[src/logic/dcc_pkg.sv]
// Overview of operation
// - Word-size bit set moves 16-bit words, clear moves single bytes.
// - An indexed pointer steps by two for words and one for bytes.
// - Destination space bit set selects memory, clear selects I/O space.
// - Source space bit set selects memory, clear selects I/O space.
// - Pointer goes up or down per its own bit; equal bits keep it.
// - Halt-at-zero stops transfers at terminal count; unsynchronized mode always halts.
// - Terminal-count interrupt only with interrupt-enable and halt-at-zero both set.
// - Sync field: 00 none, 01 source, 10 destination, 11 reserved.
// - Priority bit set means high relative priority, clear means low.
// - Internal select takes only timer requests; clear takes only the pin.
// - No requests are recognized unless armed; the armed bit resets to zero.
// - A control write changes the armed bit only with arm-change-enable set.
// - Disarm by software write or automatically at terminal count with halting.
// - Unsynchronized mode starts transferring as soon as the channel is armed.
// - The 16-bit counter drops by exactly one after every transfer.
// - Synchronized with halt-at-zero clear keeps transferring whatever the count.
// - The 8-bit bus variant ignores word size and always moves bytes.
// - Each transfer fetches via the source pointer then deposits via destination.
// - Destination-synchronized mode inserts two idle states after each deposit.
package dcc_pkg;

    // ----------------------------------------------------------------
    // Register map
    // ----------------------------------------------------------------
    localparam int unsigned DCC_ADDR_W = 3;
    localparam logic [2:0] DCC_OFF_SRC_LOW = 3'h0;
    localparam logic [2:0] DCC_OFF_SRC_HIGH = 3'h1;
    localparam logic [2:0] DCC_OFF_DST_LOW = 3'h2;
    localparam logic [2:0] DCC_OFF_DST_HIGH = 3'h3;
    localparam logic [2:0] DCC_OFF_COUNT = 3'h4;
    localparam logic [2:0] DCC_OFF_CONTROL = 3'h5;

    // ----------------------------------------------------------------
    // Control field positions
    // ----------------------------------------------------------------
    localparam int unsigned DCC_B_DST_MEM = 15;
    localparam int unsigned DCC_B_DST_DOWN = 14;
    localparam int unsigned DCC_B_DST_UP = 13;
    localparam int unsigned DCC_B_SRC_MEM = 12;
    localparam int unsigned DCC_B_SRC_DOWN = 11;
    localparam int unsigned DCC_B_SRC_UP = 10;
    localparam int unsigned DCC_B_HALT = 9;
    localparam int unsigned DCC_B_INT_EN = 8;
    localparam int unsigned DCC_B_SYNC_HI = 7;
    localparam int unsigned DCC_B_SYNC_LO = 6;
    localparam int unsigned DCC_B_PRIO = 5;
    localparam int unsigned DCC_B_INT_REQ = 4;
    localparam int unsigned DCC_B_CHG = 2;
    localparam int unsigned DCC_B_ARMED = 1;
    localparam int unsigned DCC_B_WORD = 0;
    // Bits software stores directly; the armed bit and the change enable are handled apart.
    localparam logic [15:0] DCC_CTL_WR_MASK = 16'hfff1;

    // ----------------------------------------------------------------
    // Reset values and steps
    // ----------------------------------------------------------------
    localparam logic [15:0] DCC_CTL_RESET = 16'h0000;
    localparam logic [15:0] DCC_CNT_RESET = 16'h0000;
    localparam logic [19:0] DCC_PTR_RESET = 20'h00000;
    localparam logic [15:0] DCC_DATA_RESET = 16'h0000;
    localparam logic [19:0] DCC_STEP_BYTE = 20'h00001;
    localparam logic [19:0] DCC_STEP_WORD = 20'h00002;
    localparam logic [15:0] DCC_CNT_ONE = 16'h0001;

    // ----------------------------------------------------------------
    // Modes and states
    // ----------------------------------------------------------------
    typedef enum logic [1:0] {
        DCC_SYNC_NONE = 2'h0,
        DCC_SYNC_SRC = 2'h1,
        DCC_SYNC_DST = 2'h2,
        DCC_SYNC_RSVD = 2'h3
    } dcc_sync_t;

    typedef enum logic [2:0] {
        DCC_PH_IDLE = 3'h0,
        DCC_PH_FETCH = 3'h1,
        DCC_PH_DEPOSIT = 3'h3,
        DCC_PH_GAP1 = 3'h2,
        DCC_PH_GAP2 = 3'h6
    } dcc_phase_t;

    typedef struct packed {
        dcc_phase_t phase;
        logic [15:0] ctl;
        logic [15:0] cnt;
        logic [19:0] src;
        logic [19:0] dst;
        logic [15:0] data;
        logic req_meta;
        logic req_sync;
        logic [15:0] rd_data;
        logic irq;
    } dcc_regs_t;

endpackage

[src/logic/dcc_channel_control.sv]
// The address-and-strobe port and the register addresses were left to the implementer.
`timescale 1ns/1ns
module dcc_channel_control #(
    parameter bit BUS8_VARIANT = 1'b0
) (
    input wire logic i_clk_sys,
    input wire logic i_reset_n,
    input wire logic [dcc_pkg::DCC_ADDR_W-1:0] i_reg_addr,
    input wire logic [15:0] i_reg_wdata,
    input wire logic i_reg_wr,
    input wire logic i_reg_rd,
    output logic [15:0] o_reg_rdata,
    input wire logic i_external_request_pin,
    input wire logic i_timer_req,
    output logic o_bus_req,
    output logic o_bus_fetch,
    output logic o_bus_word,
    output logic o_bus_is_mem,
    output logic [19:0] o_bus_addr,
    output logic [15:0] o_bus_wdata,
    input wire logic i_bus_ack,
    input wire logic [15:0] i_bus_rdata,
    output logic o_high_priority,
    output logic o_tc_irq,
    output logic o_armed
);
    import dcc_pkg::*;

    // ----------------------------------------------------------------
    // State
    // ----------------------------------------------------------------
    dcc_regs_t q;
    dcc_regs_t d;
    dcc_regs_t reset_state;

    logic armed;
    logic word_eff;
    logic halt_eff;
    logic req_sel;
    logic start_ok;
    logic deposit_done;
    logic fetch_done;
    logic [19:0] step;
    logic [15:0] cnt_next;
    dcc_sync_t sync_mode;

    assign reset_state = '{phase: DCC_PH_IDLE, ctl: DCC_CTL_RESET, cnt: DCC_CNT_RESET,
                           src: DCC_PTR_RESET, dst: DCC_PTR_RESET, data: DCC_DATA_RESET,
                           req_meta: 1'b0, req_sync: 1'b0, rd_data: DCC_DATA_RESET, irq: 1'b0};

    function automatic logic [19:0] next_ptr(input logic [19:0] p, input logic up, input logic down,
                                             input logic [19:0] inc);
        logic [19:0] r;
        r = p;
        if (up && !down)
        begin
            r = p + inc;
        end
        else if (down && !up)
        begin
            r = p - inc;
        end
        return r;
    endfunction

    // ----------------------------------------------------------------
    // Decoded control
    // ----------------------------------------------------------------
    assign armed = q.ctl[DCC_B_ARMED];
    assign sync_mode = dcc_sync_t'(q.ctl[DCC_B_SYNC_HI:DCC_B_SYNC_LO]);
    // The narrow-bus variant cannot carry a word, so the size bit is dropped here once.
    assign word_eff = q.ctl[DCC_B_WORD] && !BUS8_VARIANT;
    assign step = word_eff ? DCC_STEP_WORD : DCC_STEP_BYTE;
    assign halt_eff = q.ctl[DCC_B_HALT] || (sync_mode == DCC_SYNC_NONE);
    assign req_sel = q.ctl[DCC_B_INT_REQ] ? i_timer_req : q.req_sync;
    // The reserved sync encoding never starts a transfer, which keeps it harmless.
    assign start_ok = armed && ((sync_mode == DCC_SYNC_NONE) ||
                      (((sync_mode == DCC_SYNC_SRC) || (sync_mode == DCC_SYNC_DST)) && req_sel));
    assign fetch_done = (q.phase == DCC_PH_FETCH) && i_bus_ack;
    assign deposit_done = (q.phase == DCC_PH_DEPOSIT) && i_bus_ack;
    assign cnt_next = q.cnt - DCC_CNT_ONE;

    // ----------------------------------------------------------------
    // Next state
    // ----------------------------------------------------------------
    always_comb
    begin
        d = q;
        d.irq = 1'b0;
        d.rd_data = 16'h0000;
        d.req_meta = i_external_request_pin;
        d.req_sync = q.req_meta;
        case (q.phase)
            DCC_PH_IDLE:
            begin
                if (start_ok)
                begin
                    d.phase = DCC_PH_FETCH;
                end
            end
            DCC_PH_FETCH:
            begin
                if (i_bus_ack)
                begin
                    d.data = i_bus_rdata;
                    d.phase = DCC_PH_DEPOSIT;
                end
            end
            DCC_PH_DEPOSIT:
            begin
                if (i_bus_ack)
                begin
                    d.src = next_ptr(q.src, q.ctl[DCC_B_SRC_UP], q.ctl[DCC_B_SRC_DOWN], step);
                    d.dst = next_ptr(q.dst, q.ctl[DCC_B_DST_UP], q.ctl[DCC_B_DST_DOWN], step);
                    d.cnt = cnt_next;
                    if (halt_eff && (cnt_next == 16'h0000))
                    begin
                        d.ctl[DCC_B_ARMED] = 1'b0;
                        d.irq = q.ctl[DCC_B_INT_EN] && q.ctl[DCC_B_HALT];
                    end
                    d.phase = (sync_mode == DCC_SYNC_DST) ? DCC_PH_GAP1 : DCC_PH_IDLE;
                end
            end
            DCC_PH_GAP1:
            begin
                d.phase = DCC_PH_GAP2;
            end
            DCC_PH_GAP2:
            begin
                d.phase = DCC_PH_IDLE;
            end
            default:
            begin
                d.phase = DCC_PH_IDLE;
            end
        endcase

        // Software writes come last so a write in the same cycle as a hardware update wins.
        if (i_reg_wr)
        begin
            if (i_reg_addr == DCC_OFF_SRC_LOW)
            begin
                d.src[15:0] = i_reg_wdata;
            end
            else if (i_reg_addr == DCC_OFF_SRC_HIGH)
            begin
                d.src[19:16] = i_reg_wdata[3:0];
            end
            else if (i_reg_addr == DCC_OFF_DST_LOW)
            begin
                d.dst[15:0] = i_reg_wdata;
            end
            else if (i_reg_addr == DCC_OFF_DST_HIGH)
            begin
                d.dst[19:16] = i_reg_wdata[3:0];
            end
            else if (i_reg_addr == DCC_OFF_COUNT)
            begin
                d.cnt = i_reg_wdata;
            end
            else if (i_reg_addr == DCC_OFF_CONTROL)
            begin
                d.ctl = (i_reg_wdata & DCC_CTL_WR_MASK) | {14'h0000, d.ctl[DCC_B_ARMED], 1'b0};
                if (i_reg_wdata[DCC_B_CHG])
                begin
                    d.ctl[DCC_B_ARMED] = i_reg_wdata[DCC_B_ARMED];
                end
            end
        end

        if (i_reg_rd)
        begin
            if (i_reg_addr == DCC_OFF_SRC_LOW)
            begin
                d.rd_data = q.src[15:0];
            end
            else if (i_reg_addr == DCC_OFF_SRC_HIGH)
            begin
                d.rd_data = {12'h000, q.src[19:16]};
            end
            else if (i_reg_addr == DCC_OFF_DST_LOW)
            begin
                d.rd_data = q.dst[15:0];
            end
            else if (i_reg_addr == DCC_OFF_DST_HIGH)
            begin
                d.rd_data = {12'h000, q.dst[19:16]};
            end
            else if (i_reg_addr == DCC_OFF_COUNT)
            begin
                d.rd_data = q.cnt;
            end
            else if (i_reg_addr == DCC_OFF_CONTROL)
            begin
                d.rd_data = q.ctl;
            end
        end
    end

    always_ff @(posedge i_clk_sys)
    begin
        if (!i_reset_n)
        begin
            q <= reset_state;
        end
        else
        begin
            q <= d;
        end
    end

    // ----------------------------------------------------------------
    // Outputs
    // ----------------------------------------------------------------
    assign o_reg_rdata = q.rd_data;
    assign o_bus_req = (q.phase == DCC_PH_FETCH) || (q.phase == DCC_PH_DEPOSIT);
    assign o_bus_fetch = (q.phase == DCC_PH_FETCH);
    assign o_bus_word = word_eff;
    assign o_bus_is_mem = o_bus_fetch ? q.ctl[DCC_B_SRC_MEM] : q.ctl[DCC_B_DST_MEM];
    assign o_bus_addr = o_bus_fetch ? q.src : q.dst;
    assign o_bus_wdata = q.data;
    assign o_high_priority = q.ctl[DCC_B_PRIO];
    assign o_tc_irq = q.irq;
    assign o_armed = armed;

    logic ctl_wr;
    logic src_wr;
    logic cnt_wr;
    logic dst_wr;
    assign ctl_wr = i_reg_wr && (i_reg_addr == DCC_OFF_CONTROL);
    assign src_wr = i_reg_wr && ((i_reg_addr == DCC_OFF_SRC_LOW) || (i_reg_addr == DCC_OFF_SRC_HIGH));
    assign cnt_wr = i_reg_wr && (i_reg_addr == DCC_OFF_COUNT);
    assign dst_wr = i_reg_wr && ((i_reg_addr == DCC_OFF_DST_LOW) || (i_reg_addr == DCC_OFF_DST_HIGH));
endmodule

[config.mk]
export PLATFORM = sky130hd
export DESIGN_NAME = dcc_channel_control
export DESIGN_NICKNAME = d
export VERILOG_FILES = /design/src/logic/dcc_pkg.sv /design/src/logic/dcc_channel_control.sv
export SDC_FILE = /design/constraint.sdc
export NUM_CORES = 1
export LEC_CHECK = 0
export ABC_AREA = 1
export BUFFER_PORTS_ARGS = -buffer_cell sky130_fd_sc_hd__buf_4
export CAP_MARGIN = 20
export CORE_ASPECT_RATIO = 2
export CORE_UTILIZATION = 59
export DETAILED_ROUTE_END_ITERATION = 7
export PLACE_DENSITY = 0.8
export REMOVE_ABC_BUFFERS = 1
export SETUP_SLACK_MARGIN = 0.3
export SLEW_MARGIN = 20
export SYNTH_ARGS = -nofsm -noshare
export SYNTH_HDL_FRONTEND = slang
export SYNTH_SLANG_ARGS = --single-unit
[constraint.sdc]
create_clock -name i_clk_sys -period 3.15 [get_ports i_clk_sys]
set_clock_uncertainty 0.05 [all_clocks]
set_input_delay 0.4725 -clock i_clk_sys [delete_from_list [all_inputs] [get_ports i_clk_sys]]
set_output_delay 0.4725 -clock i_clk_sys [all_outputs]
set_load 0.01 [all_outputs]
==> results.py, run 1 <==
metrics = {
    "final_layout": {
        "syn2layout_area_growth_pct": 11.8,
        "most-common-layout-cells": "241 x sky130_fd_sc_hd__nand2_1, 136 x sky130_fd_sc_hd__inv_1, 118 x sky130_fd_sc_hd__buf_4",
        "num_antenna_cells": 0,
        "final_layout_size_suffix_gt1_share_pct": 14.4,
        "seq_area_sq_um": 2160,
        "multiInputGateArea_sq_um": 4070,
        "instances_no_fill": 1341,
        "layout.filler_cells": 1157,
        "layout.cell_area.non_filler_sq_um": 8140,
        "most_common_cell_after_layout_fill_and_taps_aside": "sky130_fd_sc_hd__nand2_1",
        "final_net_count": 1248,
    },
    "timing": {
        "layout_min_cycle_time_ns": 2.60,
        "timing.max_slew.rel_slack_pct": 34.6,
        "finalMaxSlewViolations": 0,
        "max_clock_freq_ghz": 0.384,
        "finalWorstSetupSlack_ns": 0.547,
        "rsz0062_at_grt": "false",
        "final.period_utilization_pct": 82.6,
        "timing.setup.tns_ns": 0,
        "hold_violation_count_in_the_final_report": 0,
        "timing.final.setup_violations": 0,
        "worst_pin_slew_ns": 0.980,
        "hold-worst-slack_ns": 0.254,
    },
    "synthesis": {
        "synthesis.yosys.warnings": 0,
        "synthesized_area_divided_by_synthesized_cell_count_sq_um": 6.34,
        "dominant_combinational_cell_family_by_area_after_synthesis": "simple AND/OR/NAND/NOR gates",
        "number_of_flops_mapped_to_enable_cells_by_yosys": 0,
        "netlist-cell-type-count": 45,
        "synth-compound-area-share_pct": 22.2,
        "yosys.area_share.simple_pct": 29.3,
        "seq_area_frac_synth_pct": 29.7,
        "synth_area_sq_um": 7280,
        "mux_contribution_to_synthesized_area_pct": 0,
        "synth_xor_xnor_area_share_pct": 1.08,
        "async_reset_ff_share_pct": 0,
        "postSynthCellCount": 1148,
        "synth_adder_area_share_pct": 3.16,
        "synth_flop_cell": "sky130_fd_sc_hd__dfxtp_1",
        "post_synthesis_register_bit_count": 108,
    },
    "grt": {
        "grt.total_usage_pct": 43.4,
        "grt_first_pass_wirelength_mm": 41.3,
        "initial_antenna_violation_count": 0,
        "grt.overflow.total": 0,
        "grt_pass1_vias": 7792,
        "pin_count_of_the_biggest_net_entering_global_routing": 46,
    },
    "hold_path": {
        "worst_hold_path_type": "primary input to flop",
        "hold-path-cell-count": 3,
        "hold_path_end": "d[17]",
        "hp-start": "i_external_request_pin",
    },
    "detailed_routing": {
        "route.final.wire_length_mm": 26.6,
        "post-route-drc-count": 0,
        "postRouteAntennaNets": 0,
        "avgViaCountPerCell": 6.06,
        "drt_pass1_iterations": 6,
        "vias": 8121,
        "drt_iter0_drc": 609,
        "routed_wire_length_per_instance_um": 19.8,
    },
    "placed_design": {
        "post-place-cells": 1323,
        "dp_slack_ns": 0.477,
        "routabilityCongestion": 1.02,
        "buffer_ports.inserted": 100,
        "hpwl_mm": 20.0,
        "postPlaceCellArea_sq_um": 7830,
    },
    "clock_tree": {
        "cts-buffers-inserted": 9,
        "clock_root_buffer": "sky130_fd_sc_hd__clkbuf_16",
        "ctsHoldBuffers": 0,
        "tritoncts": "done",
        "clk_path_buf_depth": 2,
        "clk_latency_ns": 0.36,
        "cts_sinks": 108,
        "level_count_of_the_clock_h_tree": 3,
        "clk_pin_slew_worst_paths_ns": 0.08,
    },
    "setup_path": {
        "crit_path_max_fanout": 6,
        "rr_startpoint": "o_bus_word",
        "crit_path_top_delay_cell": "sky130_fd_sc_hd__dfxtp_2",
        "r2r_setup_slack_ns": 0.55,
        "timing.critical_path.cells": "clkinvlp_4 -> buf_4 -> ha_1 -> inv_1 -> fa_1 -> inv_1 -> nand3_1 -> nor2_1 -> nand3_1 -> nand2_1 -> inv_1 -> nor2_1 -> nand3_1 -> nand2_1 -> nand2_1 -> o21bai_1 -> inv_1",
        "crit_path_max_delay_family": "simple AND/OR/NAND/NOR gates",
        "data_arrival_time_at_the_worst_slack_endpoint_ns": 2.80,
        "crit_path_start_kind": "flop",
        "worstRegToRegCells": 17,
        "worst_ep_required_time_ns": 3.34,
        "timing_worst_setup_path_type": "flop to flop",
        "max_stage_delay_ns": 0.38,
        "worst_path_most_repeated_cell": "sky130_fd_sc_hd__inv_1",
        "crit_buf_inv": 6,
        "r2r_end": "q[73]",
        "timing.critical_path.to_type": "flop",
    },
    "die": {
        "die-area_sq_um": 12800,
        "initial_core_util_pct": 60.4,
        "coreArea_sq_um": 12100,
        "io_pins": 101,
        "die_w_um": 80.5,
        "rows": 57,
        "die_height_um": 159,
    },
    "power_and_ir_drop": {
        "power_leakage_nw": 3.69,
        "power-per-cell-area_nw_per_um2": 446,
        "ir_worst_vdd_mv": 0.357,
    },
    "outcome": {
        "run_status": "completed",
    },
    "job": {
        "maxCapViolations": 0,
    },
}
==> cell type report <==
type	count	share of cell area [%]
multi-input cells	805	50.0
flip-flops and latches	108	26.6
repair buffers	118	10.9
inverters	148	6.90
clock buffers	9	2.77
well taps	147	2.26
clock inverters	6	0.569
==> timing repair <==
item | 4_1_cts | 5_1_grt
gates resized for setup | 0 | 5
endpoints found under the setup margin | 0 | 14
buffers inserted | 0 | 3
==> kinds of logic after synthesis <==
group	count (synthesis)
AND/OR/NAND/NOR	497
AO/OA/AOI/OAI	283
buffers and inverters	235
flip-flops	108
adder cells (fa/ha/maj)	16
XOR/XNOR	9
==> worst max-delay path by stage <==
stage | slack, ns | from | cells past startpoint | endpoint
floorplan | 0.72 | i_reg_addr[2] | 8 | q[41]
global placement | 0.53 | o_bus_word | 16 | q[73]
detailed placement | 0.48 | o_bus_word | 14 | q[51]
CTS | 0.46 | o_bus_word | 16 | q[73]
global route | 0.37 | o_bus_word | 17 | q[73]
finish | 0.55 | o_bus_word | 17 | q[73]
==> per-layer routing <==
metal  share of wire, %  vias to the layer above  track usage [%]
met3                7.0                      150             10.4
li1                   -                     3844                -
met4                9.4                        0             36.1
met1                 33                     3699             42.7
met2                 50                      428             73.7
met5                  0                        -                0
==> cell usage after synthesis, types with 2 or more instances <==
master / n / area [sq um]
sky130_fd_sc_hd__a211oi_1: 4 / 30.0
sky130_fd_sc_hd__a21oi_1: 76 / 380
sky130_fd_sc_hd__a21oi_2: 3 / 26.3
sky130_fd_sc_hd__a221oi_1: 14 / 123
sky130_fd_sc_hd__a22o_1: 2 / 17.5
sky130_fd_sc_hd__a31oi_1: 15 / 93.8
sky130_fd_sc_hd__buf_1: 2 / 7.51
sky130_fd_sc_hd__buf_2: 17 / 85.1
sky130_fd_sc_hd__buf_4: 37 / 278
sky130_fd_sc_hd__clkbuf_1: 28 / 105
sky130_fd_sc_hd__clkbuf_2: 2 / 10.0
sky130_fd_sc_hd__dfxtp_1: 108 / 2160
sky130_fd_sc_hd__fa_1: 4 / 80.1
sky130_fd_sc_hd__ha_1: 12 / 150
sky130_fd_sc_hd__inv_1: 137 / 514
sky130_fd_sc_hd__inv_2: 10 / 37.5
sky130_fd_sc_hd__nand2_1: 241 / 905
sky130_fd_sc_hd__nand2_2: 4 / 25.0
sky130_fd_sc_hd__nand3_1: 81 / 405
sky130_fd_sc_hd__nand3_2: 2 / 20.0
sky130_fd_sc_hd__nand3b_1: 3 / 22.5
sky130_fd_sc_hd__nand4_1: 17 / 106
sky130_fd_sc_hd__nor2_1: 119 / 447
sky130_fd_sc_hd__nor2_2: 6 / 37.5
sky130_fd_sc_hd__nor2_4: 3 / 33.8
sky130_fd_sc_hd__nor3_1: 16 / 80.1
sky130_fd_sc_hd__nor3_2: 2 / 20.0
sky130_fd_sc_hd__o211ai_1: 9 / 67.6
sky130_fd_sc_hd__o21ai_0: 109 / 546
sky130_fd_sc_hd__o21ai_1: 13 / 65.1
sky130_fd_sc_hd__o21bai_1: 14 / 105
sky130_fd_sc_hd__o22ai_1: 17 / 106
sky130_fd_sc_hd__o31ai_1: 2 / 15.0
sky130_fd_sc_hd__xor2_1: 8 / 70.1
==> registers in the layout, indices dropped and copies added (netlist names) <==
signal           flops
o_bus_word           1
o_armed              1
q                   71
d                    1
o_high_priority      1
o_tc_irq             1
o_bus_wdata         16
o_reg_rdata         16
==> metrics by stage <==
stage	power, mW	util, %
after detailed placement	2.54	65.0
after floorplan	2.15	-
after global routing	3.80	67.5
final	3.63	67.5
after CTS	3.61	67.2
after global placement	2.53	65.0
==> where the power goes <==
group          switching [mW]  internal (mW)  leakage (nW)  total, mW
registers              0.0895           1.44         0.877       1.53
logic                   0.663          0.346          2.68       1.01
clock network           0.550          0.540         0.129       1.09
==> worst min-delay path, stage by stage <==
cell	delay (ns)
sky130_fd_sc_hd__buf_4	0.08
sky130_fd_sc_hd__nand2_1	0.05
sky130_fd_sc_hd__inv_1	0.04
No activity file was read; power rests on OpenSTA's default activity.
==> inputs of run 2 (changes only) <==
--- a/config.mk
+++ b/config.mk
@@ -5,13 +5,13 @@
 export SDC_FILE = /design/constraint.sdc
 export NUM_CORES = 1
 export LEC_CHECK = 0
-export ABC_AREA = 1
+export ABC_AREA = 0
 export BUFFER_PORTS_ARGS = -buffer_cell sky130_fd_sc_hd__buf_4
 export CAP_MARGIN = 20
 export CORE_ASPECT_RATIO = 2
-export CORE_UTILIZATION = 59
+export CORE_UTILIZATION = 58
 export DETAILED_ROUTE_END_ITERATION = 7
-export PLACE_DENSITY = 0.8
+export PLACE_DENSITY = 0.79
 export REMOVE_ABC_BUFFERS = 1
 export SETUP_SLACK_MARGIN = 0.3
 export SLEW_MARGIN = 20
==> constraint.sdc (replaced) <==
create_clock -name i_clk_sys -period 2.4 [get_ports i_clk_sys]
set_clock_uncertainty 0.05 [all_clocks]
set_input_delay 0.36 -clock i_clk_sys [delete_from_list [all_inputs] [get_ports i_clk_sys]]
set_output_delay 0.36 -clock i_clk_sys [all_outputs]
set_load 0.01 [all_outputs]
==> results.py, run 2 <==
metrics = {
    "die": {
        "die_height_um": 155,
        "coreArea_sq_um": 11400,
        "die-area_sq_um": 12200,
        "die_w_um": 78.7,
        "rows": 55,
        "initial_core_util_pct": 60.0,
        "io_pins": 101,
    },
    "setup_path": {
        "crit_path_max_fanout": 5,
        "crit_buf_inv": 3,
        "crit_path_top_delay_cell": "sky130_fd_sc_hd__fa_2",
        "data_arrival_time_at_the_worst_slack_endpoint_ns": 2.66,
        "timing.critical_path.cells": "inv_4 -> ha_4 -> inv_2 -> fa_2 -> nor3b_4 -> buf_4 -> and3b_1 -> o21ai_2 -> o21bai_4 -> or3_1 -> a31oi_1",
        "timing.critical_path.to_type": "flop",
        "timing_worst_setup_path_type": "flop to flop",
        "crit_path_start_kind": "flop",
        "crit_path_max_delay_family": "simple AND/OR/NAND/NOR gates",
        "max_stage_delay_ns": 0.36,
        "worst_ep_required_time_ns": 2.63,
    },
    "grt": {
        "initial_antenna_violation_count": 0,
        "grt_pass1_vias": 7445,
        "grt_first_pass_wirelength_mm": 39.8,
        "grt.total_usage_pct": 43.9,
        "grt.busiest_layer": "met2",
        "grt_use_met3_pct": 8.27,
        "grtUsageMet1_pct": 42.5,
        "grt.met2_usage_pct": 77.6,
        "grt.overflow.total": 0,
        "pin_count_of_the_biggest_net_entering_global_routing": 35,
    },
    "synthesis": {
        "synth_commonest_cells": "108 x sky130_fd_sc_hd__dfxtp_1, 101 x sky130_fd_sc_hd__nand2_1, 98 x sky130_fd_sc_hd__nor2_1, 80 x sky130_fd_sc_hd__a21oi_1, 64 x sky130_fd_sc_hd__clkbuf_1",
        "yosysMostFrequentCell": "sky130_fd_sc_hd__dfxtp_1",
        "postSynthCellCount": 887,
        "post_synthesis_register_bit_count": 108,
        "largest_cells_by_area_after_synthesis": "sky130_fd_sc_hd__dfxtp_1 32%, sky130_fd_sc_hd__a21oi_1 5.9%, sky130_fd_sc_hd__nand2_1 5.6%",
        "synth_largest_area_cell": "sky130_fd_sc_hd__dfxtp_1",
        "seq_area_frac_synth_pct": 31.7,
        "post-synth-top-area-fraction_pct": 31.7,
        "synthesized_area_divided_by_synthesized_cell_count_sq_um": 7.69,
        "number_of_flops_mapped_to_enable_cells_by_yosys": 0,
        "synthesis.yosys.warnings": 0,
        "synth_flop_cell": "sky130_fd_sc_hd__dfxtp_1",
        "netlist-cell-type-count": 62,
        "async_reset_ff_share_pct": 0,
        "synth_area_sq_um": 6820,
    },
    "power_and_ir_drop": {
        "ir_worst_vdd_mv": 0.639,
        "power_leakage_nw": 3.51,
        "power-per-cell-area_nw_per_um2": 465,
    },
    "final_layout": {
        "most-common-layout-cells": "170 x sky130_fd_sc_hd__buf_4, 98 x sky130_fd_sc_hd__dfxtp_1, 97 x sky130_fd_sc_hd__nand2_1",
        "num_antenna_cells": 0,
        "largest_register_ffs": 71,
        "final_layout_size_suffix_gt1_share_pct": 34.2,
        "most_common_cell_after_layout_fill_and_taps_aside": "sky130_fd_sc_hd__buf_4",
        "multiInputGateArea_sq_um": 4660,
        "largest_register": "q",
        "final_net_count": 1057,
        "layout.filler_cells": 767,
        "seq_area_sq_um": 2180,
        "syn2layout_area_growth_pct": 34.3,
    },
    "timing": {
        "max_clock_freq_ghz": 0.411,
        "finalMaxSlewViolations": 0,
        "final.period_utilization_pct": 101,
        "timing.setup.tns_ns": -0.0314,
        "rsz0062_at_grt": "true",
        "worst_pin_slew_ns": 0.731,
        "timing.max_slew.rel_slack_pct": 51.1,
        "finalWorstSetupSlack_ns": -0.0314,
        "layout_min_cycle_time_ns": 2.43,
        "hold_violation_count_in_the_final_report": 0,
        "timing.final.setup_violations": 1,
        "hold-worst-slack_ns": 0.159,
    },
    "clock_tree": {
        "cts_sinks": 108,
        "clk_path_buf_depth": 2,
        "level_count_of_the_clock_h_tree": 3,
        "clk_latency_ns": 0.36,
        "clk_pin_slew_worst_paths_ns": 0.07,
        "cts-buffers-inserted": 9,
        "clock_root_buffer": "sky130_fd_sc_hd__clkbuf_16",
        "tritoncts": "done",
    },
    "detailed_routing": {
        "drt_pass1_iterations": 6,
        "postRouteAntennaNets": 0,
        "post-route-drc-count": 0,
        "drt_iter0_drc": 717,
        "routed_wire_length_per_instance_um": 23.9,
        "avgViaCountPerCell": 6.62,
        "vias": 7583,
        "route.final.wire_length_mm": 27.4,
    },
    "outcome": {
        "run_status": "finished with violations",
        "violated_checks": "negative setup slack",
    },
    "placed_design": {
        "hpwl_mm": 18.6,
        "buffer_ports.inserted": 100,
        "routabilityCongestion": 1.01,
    },
    "job": {
        "maxCapViolations": 0,
    },
    "hold_path": {
        "worst_hold_path_type": "primary input to flop",
    },
}
run 2: changes by cell type after synthesis, moves of 15 or more:
cell,previous run,this run
sky130_fd_sc_hd__nand2_1,241,101
sky130_fd_sc_hd__inv_1,137,19
sky130_fd_sc_hd__nand3_1,81,19
sky130_fd_sc_hd__o21ai_0,109,51
sky130_fd_sc_hd__clkbuf_1,28,64
sky130_fd_sc_hd__mux2_2,0,27
sky130_fd_sc_hd__xnor2_1,1,26
sky130_fd_sc_hd__nor2_1,119,98
sky130_fd_sc_hd__a211oi_1,4,22
sky130_fd_sc_hd__xor2_1,8,25
sky130_fd_sc_hd__buf_2,17,2
sky130_fd_sc_hd__o22ai_1,17,2
run 2: kinds of logic (layout without fill, tap and decap cells):
kind of cell | after synthesis | count (layout) | synth area share, %
XOR/XNOR | 51 | 51 | 6.55
buffers and inverters | 122 | 239 | 8.63
AND/OR/NAND/NOR | 333 | 333 | 23.9
flip-flops | 108 | 108 | 31.7
AO/OA/AOI/OAI | 218 | 218 | 19.2
adder cells (fa/ha/maj) | 16 | 16 | 3.38
multiplexers | 39 | 39 | 6.59
run 2: final timing paths:
check	from	end	slack [ns]	cells past startpoint
max reg2reg	o_bus_word	q[51]	-0.03	11
min	i_external_request_pin	d[17]	0.16	2
max	o_bus_word	q[51]	-0.03	11
min reg2reg	d[17]	q[17]	0.39	1
run 2: report_power, final:
part	internal (mW)	switching (mW)	total, mW
logic	0.326	0.422	0.748
registers	1.83	0.0731	1.91
clock network	0.860	0.745	1.61
run 2: final cells by class:
cell class / count / share of cell area (%)
inverters: 20 / 0.847
clock inverters: 6 / 0.833
multi-input cells: 657 / 50.9
repair buffers: 203 / 19.1
well taps: 142 / 1.94
clock buffers: 10 / 2.61
flip-flops and latches: 108 / 23.8
run 2: routing by layer:
metal / part of all wire [%] / vias to the layer above
met5: 0 / -
met1: 32 / 3540
li1: - / 3331
met3: 7.9 / 194
met4: 9.7 / 0
met2: 51 / 518
run 2: through the flow:
| stage | power, mW | worst slack [ns] | util (%) | std cells | instance area (sq um) |
|---|---|---|---|---|---|
| global placement | 2.52 | -0.127 | 69.0 | 1102 | 7840 |
| detailed placement | 2.53 | -0.206 | 69.0 | 1102 | 7840 |
| global route | 4.38 | -0.0857 | 80.7 | 1146 | 9160 |
| CTS | 4.18 | 0.0401 | 77.1 | 1129 | 8760 |
| floorplan | 2.22 | -0.512 | - | 785 | 6300 |
| finish | 4.26 | -0.0314 | 80.7 | 1146 | 9160 |
run 2: timing repair:
action                                  4_1_cts  5_1_grt
endpoints found under the hold margin         0        0
gates cloned                                  2        1
hold buffers                                  0        0
buffers inserted                              9       16
pin swaps                                    23       56
gates resized for setup                     112       65
endpoints found under the setup margin       61       61
